[src/inc/wg_pkg.sv]
package wg_pkg;

  // register port geometry
  localparam int unsigned ADDR_W = 3;
  localparam int unsigned DATA_W = 8;
  localparam int unsigned DB_W = 6;

  // register offsets
  localparam logic [ADDR_W-1:0] PRIMARY_OFS = 3'h0;
  localparam logic [ADDR_W-1:0] POLARITY_OFS = 3'h1;
  localparam logic [ADDR_W-1:0] RISE_DB_OFS = 3'h2;
  localparam logic [ADDR_W-1:0] FALL_DB_OFS = 3'h3;
  localparam logic [ADDR_W-1:0] FAULT_CTRL_OFS = 3'h4;
  localparam logic [ADDR_W-1:0] FAULT_SEL_OFS = 3'h5;
  localparam logic [ADDR_W-1:0] STEER_OFS = 3'h6;

  // field positions
  localparam int unsigned EN_BIT = 7;
  localparam int unsigned LD_BIT = 6;
  localparam int unsigned IN_BIT = 5;
  localparam int unsigned SD_BIT = 7;
  localparam int unsigned REN_BIT = 6;
  localparam int unsigned OVERRIDE_LEVEL_B_D_LSB = 4;
  localparam int unsigned OVERRIDE_LEVEL_A_C_LSB = 2;
  localparam int unsigned FIXED_LSB = 4;

  // reset values
  localparam logic [2:0] MODE_RST = 3'h0;
  localparam logic [3:0] POL_RST = 4'h0;
  localparam logic [1:0] OVERRIDE_LEVEL_B_D_RST = 2'h1;
  localparam logic [1:0] OVERRIDE_LEVEL_A_C_RST = 2'h1;
  localparam logic [5:0] SEL_RST = 6'h00;
  localparam logic [3:0] STEER_RST = 4'h0;
  localparam logic [3:0] FIXED_RST = 4'h0;

  // output generation modes
  typedef enum logic [2:0] {
    MODE_STEER_ASYNC = 3'b000,
    MODE_STEER_SYNC = 3'b001,
    MODE_FB_FWD = 3'b010,
    MODE_FB_REV = 3'b011,
    MODE_HALF = 3'b100,
    MODE_PUSH_PULL = 3'b101,
    MODE_RSV_6 = 3'b110,
    MODE_RSV_7 = 3'b111
  } mode_t;

  // override level codes
  localparam logic [1:0] OVR_HIGH = 2'b11;
  localparam logic [1:0] OVR_LOW = 2'b10;
  localparam logic [1:0] OVR_TRI = 2'b01;
  localparam logic [1:0] OVR_INACTIVE = 2'b00;

endpackage

[src/waveform_deadband_steer_shutdown.sv]
// Summary of operation
// - while disabled, dead-band count writes load the active count at once
// - rising count delays A in half-bridge, B in full-bridge
// - falling count delays B in half-bridge, D in full-bridge
// - when enabled, load request copies buffers at next input falling edge
// - input state shorter than the count gives no pulse on gated output
// - asynchronous input edges vary dead band by at most one clock
// - full-bridge direction bit applies only at next input rising edge
// - direction change: A and C switch at rise, new modulated output delayed once
// - steering: selected outputs follow input, others hold fixed level
// - steering: polarity applies only to selected outputs
// - steering: shutdown overrides only selected outputs
// - mode 000: steering change applies right after the write
// - mode 001: steering change applies at next input rising edge
// - software set of shutdown status forces shutdown, held without auto-restart
// - with auto-restart the status clears itself and output resumes at next rise
// - active selected shutdown input forces override levels at once
// - six shutdown sources, all active low, each individually selectable
// - shutdown sampled by level; cannot clear while a selected source is active
// - A/C and B/D take their own override field, polarity used only by code 00
// - without auto-restart software clear succeeds only with sources inactive
// - overrides stay until first input rising edge after status clears
// - override code 11 high, 10 low, 01 tri-state, 00 polarity inactive
//
// Decided for this implementation: the plain strobed port and the register offsets.
`timescale 1ns/100ps
`default_nettype none

module waveform_deadband_steer_shutdown
  import wg_pkg::*;
#(
  parameter int unsigned DB_WIDTH = DB_W
) (
  // clock and reset
  input wire logic mclk_in,
  input wire logic rst_n_in,
  // register port
  input wire logic [ADDR_W-1:0] reg_addr_in,
  input wire logic [DATA_W-1:0] reg_wdata_in,
  input wire logic reg_wr_in,
  input wire logic reg_rd_in,
  output logic [DATA_W-1:0] reg_rdata_out,
  // selected input waveform, same clock domain
  input wire logic wave_in,
  // shutdown sources, active low
  input wire logic comparator_one_synced_in,
  input wire logic comparator_two_synced_in,
  input wire logic timer_two_postscaled_in,
  input wire logic timer_four_postscaled_in,
  input wire logic timer_six_postscaled_in,
  input wire logic module_input_pin_in,
  // output drive levels and enables
  output logic drive_out_a_out,
  output logic drive_out_b_out,
  output logic drive_out_c_out,
  output logic drive_out_d_out,
  output logic drive_oe_a_out,
  output logic drive_oe_b_out,
  output logic drive_oe_c_out,
  output logic drive_oe_d_out
);

  // decodes a register write at one offset
  function automatic logic wr_hit(input logic wr, input logic [ADDR_W-1:0] addr,
                                  input logic [ADDR_W-1:0] ofs);
    wr_hit = wr && (addr == ofs);
  endfunction

  // override code to {enable, level}; polarity only enters the inactive code
  function automatic logic [1:0] ovr_drive(input logic [1:0] code, input logic pol);
    unique case (code)
      OVR_HIGH: ovr_drive = 2'b11;
      OVR_LOW: ovr_drive = 2'b10;
      OVR_TRI: ovr_drive = 2'b00;
      OVR_INACTIVE: ovr_drive = {1'b1, pol};
    endcase
  endfunction

  logic en_q;
  mode_t mode_q;
  logic [3:0] pol_q;
  logic ren_q;
  logic [1:0] override_level_b_d_q;
  logic [1:0] override_level_a_c_q;
  logic [5:0] sel_q;
  logic [3:0] steer_buf_q;
  logic [3:0] steer_act_q;
  logic [3:0] fixed_q;
  logic ld_q;
  logic [DB_WIDTH-1:0] dbr_buf_q;
  logic [DB_WIDTH-1:0] dbf_buf_q;
  logic [DB_WIDTH-1:0] dbr_act_q;
  logic [DB_WIDTH-1:0] dbf_act_q;
  logic [DB_WIDTH-1:0] cnt_hi_q;
  logic [DB_WIDTH-1:0] cnt_lo_q;
  logic w_q;
  logic pin_s1_q;
  logic pin_s2_q;
  logic sd_q;
  logic hold_q;
  logic dir_q;
  logic first_q;
  logic pp_tog_q;
  logic pp_sel_q;
  logic [3:0] lvl_d;
  logic [3:0] oe_d;
  logic [DATA_W-1:0] rdata_q;
  logic [3:0] drv_q;
  logic [3:0] oe_q;

  logic wr_primary;
  logic wr_fault_ctrl;
  logic rise_ev;
  logic fall_ev;
  logic fault;
  logic ovr_act;
  logic hi_done;
  logic lo_done;
  logic mod_on;
  logic [DB_WIDTH-1:0] fb_db;
  logic fb_mode;
  logic steer_mode;

  assign wr_primary = wr_hit(reg_wr_in, reg_addr_in, PRIMARY_OFS);
  assign wr_fault_ctrl = wr_hit(reg_wr_in, reg_addr_in, FAULT_CTRL_OFS);
  assign fb_mode = (mode_q == MODE_FB_FWD) || (mode_q == MODE_FB_REV);
  assign steer_mode = (mode_q == MODE_STEER_ASYNC) || (mode_q == MODE_STEER_SYNC);

  // input edges, seen one cycle before the registered copy moves
  assign rise_ev = wave_in && !w_q;
  assign fall_ev = !wave_in && w_q;

  // configuration registers written by software
  always_ff @(posedge mclk_in or negedge rst_n_in) begin
    if (!rst_n_in) begin
      en_q <= 1'b0;
      mode_q <= mode_t'(MODE_RST);
      pol_q <= POL_RST;
      ren_q <= 1'b0;
      override_level_b_d_q <= OVERRIDE_LEVEL_B_D_RST;
      override_level_a_c_q <= OVERRIDE_LEVEL_A_C_RST;
      sel_q <= SEL_RST;
      steer_buf_q <= STEER_RST;
      fixed_q <= FIXED_RST;
    end else begin
      if (wr_primary) begin
        en_q <= reg_wdata_in[EN_BIT];
        mode_q <= mode_t'(reg_wdata_in[2:0]);
      end
      if (wr_hit(reg_wr_in, reg_addr_in, POLARITY_OFS)) begin
        pol_q <= reg_wdata_in[3:0];
      end
      if (wr_fault_ctrl) begin
        ren_q <= reg_wdata_in[REN_BIT];
        override_level_b_d_q <= reg_wdata_in[OVERRIDE_LEVEL_B_D_LSB +: 2];
        override_level_a_c_q <= reg_wdata_in[OVERRIDE_LEVEL_A_C_LSB +: 2];
      end
      if (wr_hit(reg_wr_in, reg_addr_in, FAULT_SEL_OFS)) begin
        sel_q <= reg_wdata_in[5:0];
      end
      if (wr_hit(reg_wr_in, reg_addr_in, STEER_OFS)) begin
        steer_buf_q <= reg_wdata_in[3:0];
        fixed_q <= reg_wdata_in[FIXED_LSB +: 4];
      end
    end
  end

  // double-buffered dead-band counts and the self-clearing load request
  always_ff @(posedge mclk_in or negedge rst_n_in) begin
    if (!rst_n_in) begin
      dbr_buf_q <= '0;
      dbf_buf_q <= '0;
      dbr_act_q <= '0;
      dbf_act_q <= '0;
      ld_q <= 1'b0;
    end else begin
      if (en_q && ld_q && fall_ev) begin
        dbr_act_q <= dbr_buf_q;
        dbf_act_q <= dbf_buf_q;
        ld_q <= 1'b0;
      end
      if (!en_q) begin
        ld_q <= 1'b0;
      end
      // the request only sticks when the module was already running
      if (wr_primary && en_q && reg_wdata_in[EN_BIT] && reg_wdata_in[LD_BIT]) begin
        ld_q <= 1'b1;
      end
      if (wr_hit(reg_wr_in, reg_addr_in, RISE_DB_OFS)) begin
        dbr_buf_q <= reg_wdata_in[DB_WIDTH-1:0];
        if (!en_q) begin
          dbr_act_q <= reg_wdata_in[DB_WIDTH-1:0];
        end
      end
      if (wr_hit(reg_wr_in, reg_addr_in, FALL_DB_OFS)) begin
        dbf_buf_q <= reg_wdata_in[DB_WIDTH-1:0];
        if (!en_q) begin
          dbf_act_q <= reg_wdata_in[DB_WIDTH-1:0];
        end
      end
    end
  end

  // input tracking and saturating dead-band counters per input level
  // counting from the registered input gives a fixed latency, so an input edge that
  // lands anywhere inside a clock period shifts the dead band by under one period
  always_ff @(posedge mclk_in or negedge rst_n_in) begin
    if (!rst_n_in) begin
      w_q <= 1'b0;
      cnt_hi_q <= '0;
      cnt_lo_q <= '0;
    end else begin
      w_q <= wave_in;
      if (!w_q) begin
        cnt_hi_q <= '0;
      end else if (cnt_hi_q != '1) begin
        cnt_hi_q <= cnt_hi_q + 1'b1;
      end
      if (w_q) begin
        cnt_lo_q <= '0;
      end else if (cnt_lo_q != '1) begin
        cnt_lo_q <= cnt_lo_q + 1'b1;
      end
    end
  end

  // a level that ends before its count finishes never asserts the gated output
  assign hi_done = w_q && (cnt_hi_q >= dbr_act_q);
  assign lo_done = !w_q && (cnt_lo_q >= dbf_act_q);

  // module pin is asynchronous: two flops before any logic looks at it
  always_ff @(posedge mclk_in or negedge rst_n_in) begin
    if (!rst_n_in) begin
      pin_s1_q <= 1'b1;
      pin_s2_q <= 1'b1;
    end else begin
      pin_s1_q <= module_input_pin_in;
      pin_s2_q <= pin_s1_q;
    end
  end

  // any selected low source is a fault, judged by level every cycle
  assign fault = |(sel_q & ~{pin_s2_q, timer_six_postscaled_in, timer_four_postscaled_in,
                             timer_two_postscaled_in, comparator_two_synced_in,
                             comparator_one_synced_in});

  // shutdown status: hardware set wins over any clear in the same cycle
  always_ff @(posedge mclk_in or negedge rst_n_in) begin
    if (!rst_n_in) begin
      sd_q <= 1'b0;
    end else if (fault) begin
      sd_q <= 1'b1;
    end else if (wr_fault_ctrl) begin
      sd_q <= reg_wdata_in[SD_BIT];
    end else if (ren_q) begin
      sd_q <= 1'b0;
    end
  end

  // overrides outlive the status until the next input rising edge
  always_ff @(posedge mclk_in or negedge rst_n_in) begin
    if (!rst_n_in) begin
      hold_q <= 1'b0;
    end else if (sd_q || fault) begin
      hold_q <= 1'b1;
    end else if (rise_ev) begin
      hold_q <= 1'b0;
    end
  end

  // the fault term enters directly so the very next edge shows the override
  assign ovr_act = fault || sd_q || hold_q;

  // full-bridge direction and one-shot dead band after a reversal
  always_ff @(posedge mclk_in or negedge rst_n_in) begin
    if (!rst_n_in) begin
      dir_q <= 1'b0;
      first_q <= 1'b0;
    end else if (!fb_mode) begin
      dir_q <= mode_q[0];
      first_q <= 1'b0;
    end else if (rise_ev) begin
      dir_q <= mode_q[0];
      first_q <= (mode_q[0] != dir_q);
    end else if (fall_ev) begin
      first_q <= 1'b0;
    end
  end

  // reverse delays B by the rising count, forward delays D by the falling count
  assign fb_db = dir_q ? dbr_act_q : dbf_act_q;
  assign mod_on = w_q && (!first_q || (cnt_hi_q >= fb_db));

  // push-pull sequencer restarts on A after disable or shutdown
  always_ff @(posedge mclk_in or negedge rst_n_in) begin
    if (!rst_n_in) begin
      pp_tog_q <= 1'b0;
      pp_sel_q <= 1'b0;
    end else if (!en_q || ovr_act) begin
      pp_tog_q <= 1'b0;
      pp_sel_q <= 1'b0;
    end else if (rise_ev) begin
      pp_sel_q <= pp_tog_q;
      pp_tog_q <= !pp_tog_q;
    end
  end

  // active steering selection, immediate or on the next input rise
  always_ff @(posedge mclk_in or negedge rst_n_in) begin
    if (!rst_n_in) begin
      steer_act_q <= STEER_RST;
    end else if (mode_q == MODE_STEER_ASYNC) begin
      if (wr_hit(reg_wr_in, reg_addr_in, STEER_OFS)) begin
        steer_act_q <= reg_wdata_in[3:0];
      end else begin
        steer_act_q <= steer_buf_q;
      end
    end else if (rise_ev) begin
      steer_act_q <= steer_buf_q;
    end
  end

  // output selection: mode waveform, then override, then module enable
  always_comb begin
    logic [3:0] raw;
    logic [3:0] mask;
    logic [1:0] ov;
    raw = 4'h0;
    mask = 4'hf;
    ov = 2'b00;
    lvl_d = 4'h0;
    oe_d = 4'h0;
    unique case (mode_q)
      MODE_STEER_ASYNC, MODE_STEER_SYNC: begin
        raw = {4{w_q}};
        mask = steer_act_q;
      end
      MODE_FB_FWD, MODE_FB_REV: begin
        raw = dir_q ? {1'b0, 1'b1, mod_on, 1'b0} : {mod_on, 1'b0, 1'b0, 1'b1};
      end
      MODE_HALF: begin
        raw = {lo_done, hi_done, lo_done, hi_done};
      end
      MODE_PUSH_PULL: begin
        raw = {w_q && pp_sel_q, w_q && !pp_sel_q, w_q && pp_sel_q, w_q && !pp_sel_q};
      end
      MODE_RSV_6, MODE_RSV_7: begin
        raw = 4'h0;
      end
    endcase
    for (int i = 0; i < 4; i++) begin
      if (steer_mode && !steer_act_q[i]) begin
        lvl_d[i] = fixed_q[i];
      end else begin
        lvl_d[i] = raw[i] ^ pol_q[i];
      end
      oe_d[i] = 1'b1;
      if (ovr_act && mask[i]) begin
        ov = ovr_drive((i % 2 == 0) ? override_level_a_c_q : override_level_b_d_q, pol_q[i]);
        oe_d[i] = ov[1];
        lvl_d[i] = ov[0];
      end
      if (!en_q) begin
        oe_d[i] = 1'b0;
        lvl_d[i] = 1'b0;
      end
    end
  end

  // output flops
  always_ff @(posedge mclk_in or negedge rst_n_in) begin
    if (!rst_n_in) begin
      drv_q <= 4'h0;
      oe_q <= 4'h0;
    end else begin
      drv_q <= lvl_d;
      oe_q <= oe_d;
    end
  end

  assign drive_out_a_out = drv_q[0];
  assign drive_out_b_out = drv_q[1];
  assign drive_out_c_out = drv_q[2];
  assign drive_out_d_out = drv_q[3];
  assign drive_oe_a_out = oe_q[0];
  assign drive_oe_b_out = oe_q[1];
  assign drive_oe_c_out = oe_q[2];
  assign drive_oe_d_out = oe_q[3];

  // read data stands for the one cycle after the strobe, zero otherwise
  always_ff @(posedge mclk_in or negedge rst_n_in) begin
    if (!rst_n_in) begin
      rdata_q <= 8'h00;
    end else if (!reg_rd_in) begin
      rdata_q <= 8'h00;
    end else begin
      case (reg_addr_in)
        PRIMARY_OFS: rdata_q <= {en_q, ld_q, 3'b000, mode_q};
        POLARITY_OFS: rdata_q <= {2'b00, w_q, 1'b0, pol_q};
        RISE_DB_OFS: rdata_q <= 8'(dbr_buf_q);
        FALL_DB_OFS: rdata_q <= 8'(dbf_buf_q);
        FAULT_CTRL_OFS: rdata_q <= {sd_q, ren_q, override_level_b_d_q, override_level_a_c_q, 2'b00};
        FAULT_SEL_OFS: rdata_q <= {2'b00, sel_q};
        STEER_OFS: rdata_q <= {fixed_q, steer_buf_q};
        default: rdata_q <= 8'h00;
      endcase
    end
  end

  assign reg_rdata_out = rdata_q;
endmodule

`default_nettype wire

[config.mk]
export PLATFORM = sky130hd
export DESIGN_NAME = waveform_deadband_steer_shutdown
export DESIGN_NICKNAME = d
export VERILOG_FILES = /design/src/inc/wg_pkg.sv /design/src/waveform_deadband_steer_shutdown.sv
export SDC_FILE = /design/constraint.sdc
export NUM_CORES = 1
export LEC_CHECK = 0
export ABC_AREA = 1
export BUFFER_PORTS_ARGS = -buffer_cell sky130_fd_sc_hd__clkbuf_2
export CORE_MARGIN = 4
export CORE_UTILIZATION = 30
export DETAILED_ROUTE_END_ITERATION = 6
export SLEW_MARGIN = 20
export SYNTH_ARGS = -nofsm -noshare
export SYNTH_HDL_FRONTEND = slang
export SYNTH_SLANG_ARGS = --single-unit
[constraint.sdc]
create_clock -name mclk_in -period 3 [get_ports mclk_in]
set_clock_uncertainty 0.1 [all_clocks]
set_input_delay 0.3 -clock mclk_in [delete_from_list [all_inputs] [get_ports mclk_in]]
set_output_delay 0.3 -clock mclk_in [all_outputs]
set_load 0.005 [all_outputs]
==> Word-level counts from Yosys, hierarchy flattened <==
Cells that the tools add are included.
{ "totals": {"latch_bits": 0, "word_cells": 182, "ramBits": 0, "output_inout_bits": 16, "reg_bits": 93, "memories": 0, "rom_bits": 0} }
{ "op_classes": {"n_eq_ne": 26, "order_cmp": 3, "shift": 0, "n_mux": 60, "div": 0, "bitwise": 6, "addsub": 2, "mul": 0, "n_reduce_logical": 56} }
{ "ops": {"columns": ["op", "count"], "rows": [
  ["two-way mux 6 bit", 11],
  ["case mux 8 bit (7 select lines)", 1],
  ["two-way mux 1 bit", 37],
  ["case mux 2 bit (4 select lines)", 4],
  ["logical AND 1 bit", 27],
  ["equality test 3 bit, second input constant", 7],
  ["two-way mux 4 bit", 5],
  ["case mux 4 bit (5 select lines)", 1],
  [">= comparator 6 bit", 3],
  ["adder 6 x 1 -> 6 bit, second input constant", 2],
  ["equality test 3 x 2 -> 1 bit, second input constant", 4],
  ["inequality test 6 bit, second input constant", 2],
  ["zero test 1 bit", 10],
  ["equality test 2 bit, second input constant", 4],
  ["two-way mux 8 bit", 1],
  ["nonzero test 2 bit", 4],
  ["AND 6 bit", 1],
  ["equality test 3 x 1 -> 1 bit, second input constant", 2],
  ["zero test 3 bit", 2],
  ["logical OR 1 bit", 6],
  ["inverter 6 bit", 1],
  ["OR reduction 2 bit", 3],
  ["OR reduction 6 bit", 1],
  ["equality test 2 x 1 -> 1 bit, second input constant", 2],
  ["8 further kinds", 12]
]} }

==> Longest topological paths before layout <==
{ "logic_depth": {"ltp_word": 10, "ltp_mapped": 15} }

==> Worst setup path before layout <==
No wires, ideal clock.
{ "synth_path": {"kind": "flip-flop to flip-flop", "start": "register dir_q", "end": "register drv_q[3]", "arrival_time_ns": 1.661, "path_stages_with_launch": 14, "n_path_buf": 1, "setup_ns": 0.078, "slack_ns": 1.161, "required_time_ns": 2.822, "period_less_slack_ns": 1.839, "cell_sequence": "dfrtp_1 > clkbuf_1 > o21ai_0 > ha_1 > nand2_1 > a21oi_1 > nor2_1 > nand2_1 > nand3_1 > nand2_1 > nand2_1 > nand2_1 > nand2_1 > a21oi_1"} }
{ "synth_via": {"elab_chain_cells": 10} }
{ "synth_rtl": {"columns": ["element", "line_no", "rtl"], "rows": [
  ["start: declaration", "waveform_deadband_steer_shutdown.sv:101", "logic dir_q;"],
  ["start signal: assignment", "waveform_deadband_steer_shutdown.sv:280", "dir_q <= mode_q[0];"],
  ["start signal: assignment", "waveform_deadband_steer_shutdown.sv:283", "dir_q <= mode_q[0];"],
  ["two-way mux 6 bit", "waveform_deadband_steer_shutdown.sv:291", "assign fb_db = dir_q ? dbr_act_q : dbf_act_q;"],
  [">= comparator 6 bit", "waveform_deadband_steer_shutdown.sv:292", "assign mod_on = w_q && (!first_q || (cnt_hi_q >= fb_db));"],
  ["logical OR 1 bit", "waveform_deadband_steer_shutdown.sv:292", null],
  ["logical AND 1 bit", "waveform_deadband_steer_shutdown.sv:292", null],
  ["two-way mux 4 bit (*)", "waveform_deadband_steer_shutdown.sv:339", "raw = dir_q ? {1'b0, 1'b1, mod_on, 1'b0} : {mod_on, 1'b0, 1'b0, 1'b1};"],
  ["case mux 4 bit (5 select lines) (*)", "waveform_deadband_steer_shutdown.sv:333", "unique case (mode_q)"],
  ["XOR 1 bit (*)", "waveform_deadband_steer_shutdown.sv:355", "lvl_d[i] = raw[i] ^ pol_q[i];"],
  ["two-way mux 1 bit (*)", "waveform_deadband_steer_shutdown.sv:352", "if (steer_mode && !steer_act_q[i]) begin"],
  ["two-way mux 1 bit (*)", "waveform_deadband_steer_shutdown.sv:358", "if (ovr_act && mask[i]) begin"],
  ["two-way mux 1 bit (*)", "waveform_deadband_steer_shutdown.sv:363", "if (!en_q) begin"],
  ["net lvl_d[3]", "waveform_deadband_steer_shutdown.sv:105", "logic [3:0] lvl_d;"],
  ["end signal: assignment", "waveform_deadband_steer_shutdown.sv:376", "drv_q <= lvl_d;"],
  ["end: declaration", "waveform_deadband_steer_shutdown.sv:108", "logic [3:0] drv_q;"]
]} }
The timed path passes the listed nets; every way through them passes the cells marked *.
A chain may end at the register's enable or synchronous reset.

==> Final worst setup path <==
{ "layout_path": {"start": "register w_q", "end": "register steer_act_q[2]"} }
{ "layout_via": {"elab_chain_cells": 3} }
{ "layout_rtl": {"columns": ["element", "line_no", "rtl"], "rows": [
  ["start: declaration", "waveform_deadband_steer_shutdown.sv:96", "logic w_q;"],
  ["start signal: assignment", "waveform_deadband_steer_shutdown.sv:213", "w_q <= wave_in;"],
  ["zero test 1 bit", "waveform_deadband_steer_shutdown.sv:130", "assign rise_ev = wave_in && !w_q;"],
  ["logical AND 1 bit", "waveform_deadband_steer_shutdown.sv:130", null],
  ["nonzero test 2 bit (no source line)", null, null],
  ["end signal: assignment", "waveform_deadband_steer_shutdown.sv:314", "steer_act_q <= reg_wdata_in[3:0];"],
  ["end signal: assignment", "waveform_deadband_steer_shutdown.sv:316", "steer_act_q <= steer_buf_q;"],
  ["end signal: assignment", "waveform_deadband_steer_shutdown.sv:319", "steer_act_q <= steer_buf_q;"],
  ["end: declaration", "waveform_deadband_steer_shutdown.sv:87", "logic [3:0] steer_act_q;"]
]} }
No other way between the ends.

==> results.py <==
metrics = {
    "status": {
        "status": "complete, no violations",
    },
    "die": {
        "die-height_microns": 136,
        "dieWidth_microns": 136,
        "core_sq_mm": 0.0159,
        "ios": 38,
        "die_area_sq_mm": 0.0184,
        "initial_utilization": 0.307,
        "placementRows": 46,
    },
    "synthesis": {
        "syn-cell-area_sq_mm": 0.00489,
        "yosys_register_bits": 93,
        "yosys_warnings": 0,
        "syn_inst": 617,
        "synth_area_per_cell_sq_um": 7.92,
        "yosysTopAreaCell": "dfrtp_1",
        "synth_edf_count": 0,
        "yosysSeqAreaShare": 0.477,
        "yosysTopAreaCellShare": 0.456,
        "ys_types": 39,
        "ys.flop_type": "dfrtp_1",
        "synth_async_sr_flop_share": 1.00,
        "syn_nets": 661,
        "synth_area_leaders": "dfrtp_1 46%, nand2_1 11%, o21ai_0 7.8%",
    },
    "global_route": {
        "grt_usage": 0.146,
        "antenna_found_initial": 0,
        "grt_max_degree": 60,
        "grt_pass1_vias": 3902,
        "grt_pass1_wl_microns": 20800,
        "grt_overflow": 0,
    },
    "final_layout": {
        "drive_gt1_frac": 0.113,
        "nets": 701,
        "final_common_cell": "nand2_1",
        "final_util": 0.355,
        "multiInputGateArea_sq_mm": 0.00210,
        "regArea_sq_mm": 0.00233,
        "stdcell_count": 878,
        "diodes": 0,
        "final_cell_mix": "142 x nand2_1, 99 x inv_1, 89 x dfrtp_1",
        "fillers": 1666,
        "syn_to_final_growth_pct": 15.7,
    },
    "critical_path": {
        "timing.critical_path.buf_inv": 3,
        "critPathLaunchType": "flop",
        "crit_arrival_ns": 2.55,
        "worstReg2RegStart": "w_q$_DFF_PN0_",
        "max_stage_delay_ns": 0.63,
        "endpoint_kind": "flop",
        "startpoint": "w_q$_DFF_PN0_",
        "critPathSlowestCell": "dfrtp_1",
        "cp.required_ns": 3.13,
        "path_cells": "clkinv_1 -> ha_1 -> inv_1 -> nand2_1 -> o221ai_1 -> inv_1",
        "cp_top_family": "buffers and inverters",
        "path_max_fanout": 14,
        "critPathKind": "reg2reg",
        "cpMostUsedCell": "inv_1",
    },
    "timing": {
        "fin_setup_tns_ns": 0,
        "fmax_ghz": 0.413,
        "slew_headroom": 0.483,
        "min_period_ns": 2.42,
        "setup_viol": 0,
        "rsz0062_at_grt": "false",
        "period_share": 0.806,
        "slew_violations": 0,
        "worstMarginPinSlew_ns": 0.775,
        "hold_viol": 0,
    },
    "hold_path": {
        "hold_start": "wave_in",
        "hold_path_class": "in2reg",
    },
    "routing": {
        "vias": 4162,
        "drtPass1Iterations": 5,
        "drc": 0,
        "post_drt_wl_per_cell_microns": 14.7,
        "finalWirelength_microns": 12900,
        "avgViaCountPerCell": 4.74,
        "drt_iter0_drc": 311,
        "antenna_left": 0,
    },
    "power": {
        "irDropWorstVdd_mv": 0.366,
        "p_leak_uw": 0.00284,
        "power.density_mw_per_mm2": 674,
    },
    "clock_tree": {
        "post_cts_buffers": 0,
        "path_clk_slew_ns": 0.06,
        "clock_latency_ns": 0.35,
        "cts_tree": "yes",
        "cts.sinks": 93,
        "cts_resized": 0,
        "root_buffer": "clkbuf_16",
        "cts_max_level": 3,
        "clockBufferDepth": 2,
        "numCtsBuffers": 9,
        "ctsHoldBuffers": 2,
    },
    "placement": {
        "placed_cells": 860,
        "hpwl_microns": 9750,
        "gp_congestion": 0.951,
        "io_buffers": 37,
    },
    "job": {
        "drv_cap": 0,
    },
}
Yosys cell counts (3+ instances only):
cell type and count:
nor2_2 3, nand2_1 142, o22ai_1 16, o21ai_0 76, clkbuf_1 6, o221ai_1 5, nor3_1 8, o211ai_1 5
o21ai_2 3, a211oi_1 3, o21ai_1 5, ha_1 22, o21a_1 3, buf_2 6, nand3_1 25, dfrtp_1 89
dfstp_2 4, nor2_1 50, a31oi_1 3, a21oi_1 21, inv_1 99, nand4_1 4
sequential cells by signal (all words and copies together), names as in the netlist, 2 cells and up:
name / count
pol_q: 4
dbr_buf_q: 6
fixed_q: 4
steer_buf_q: 4
steer_act_q: 4
dbr_act_q: 6
sel_q: 6
cnt_hi_q: 6
mode_q: 3
override_level_b_d_q: 2
drv_q: 4
override_level_a_c_q: 2
dbf_buf_q: 6
reg_rdata_out: 8
cnt_lo_q: 6
oe_q: 4
dbf_act_q: 6
cells by family (layout without fill, tap and decap cells):
kind of cell / after synthesis / after routing / synth area share
fa+ha+maj: 22 / 22 / 0.0563
mux: 1 / 1 / 0.00230
compound gates: 145 / 145 / 0.168
simple gates: 240 / 240 / 0.203
buf+inv: 116 / 161 / 0.0924
flops: 93 / 93 / 0.477
report_power, final:
group	leakage, uW	switching, uW	internal [uW]
Clock	0.000157	510	702
Combinational	0.00152	587	339
Sequential	0.00116	180	1490
Total	0.00284	1280	2530
layout make-up:
class                      count  area share
sequential                    93       0.412
inverter                     103      0.0686
tap                          216      0.0478
clock inverter                 5      0.0115
multi-input combinational    408       0.372
timing repair buffer          42      0.0429
clock buffer                  11      0.0447
worst paths after layout:
kind	to	slack [ns]	cells past startpoint
max	steer_act_q[2]$_DFFE_PN0P_	0.58	6
min	w_q$_DFF_PN0_	0.02	1
max reg2reg	steer_act_q[2]$_DFFE_PN0P_	0.58	6
min reg2reg	pin_s2_q$_DFF_PN1_	0.26	0
max in group asynchronous	dbr_buf_q[1]$_DFFE_PN0P_	1.66	3
min in group asynchronous	oe_q[0]$_DFF_PN0_	0.48	2
through the flow:
| step | power, uW | cell area, sq um | setup WS, ns | hold slack (ns) |
|---|---|---|---|---|
| finish | 3810 | 5660 | 0.581 | 0.0181 |
| floorplan | 2270 | 4890 | 1.16 | -0.0956 |
| global route | 4070 | 5660 | 0.391 | 0.0160 |
| CTS | 3840 | 5660 | 0.562 | 0.0137 |
| detailed placement | 2610 | 5320 | 0.600 | 0.249 |
| global placement | 2600 | 5320 | 0.627 | 0.246 |
layer usage:
| metal | part of all wire | routed length, microns | vias up | track usage |
|---|---|---|---|---|
| li1 | - | - | 2101 | - |
| met1 | 0.50 | 6390 | 1924 | 0.214 |
| met2 | 0.44 | 5640 | 116 | 0.214 |
| met3 | 0.046 | 594 | 21 | 0.0305 |
| met4 | 0.020 | 255 | 0 | 0.0504 |
| met5 | 0 | 0 | - | 0 |
No activity file was read; power rests on OpenSTA's default activity.
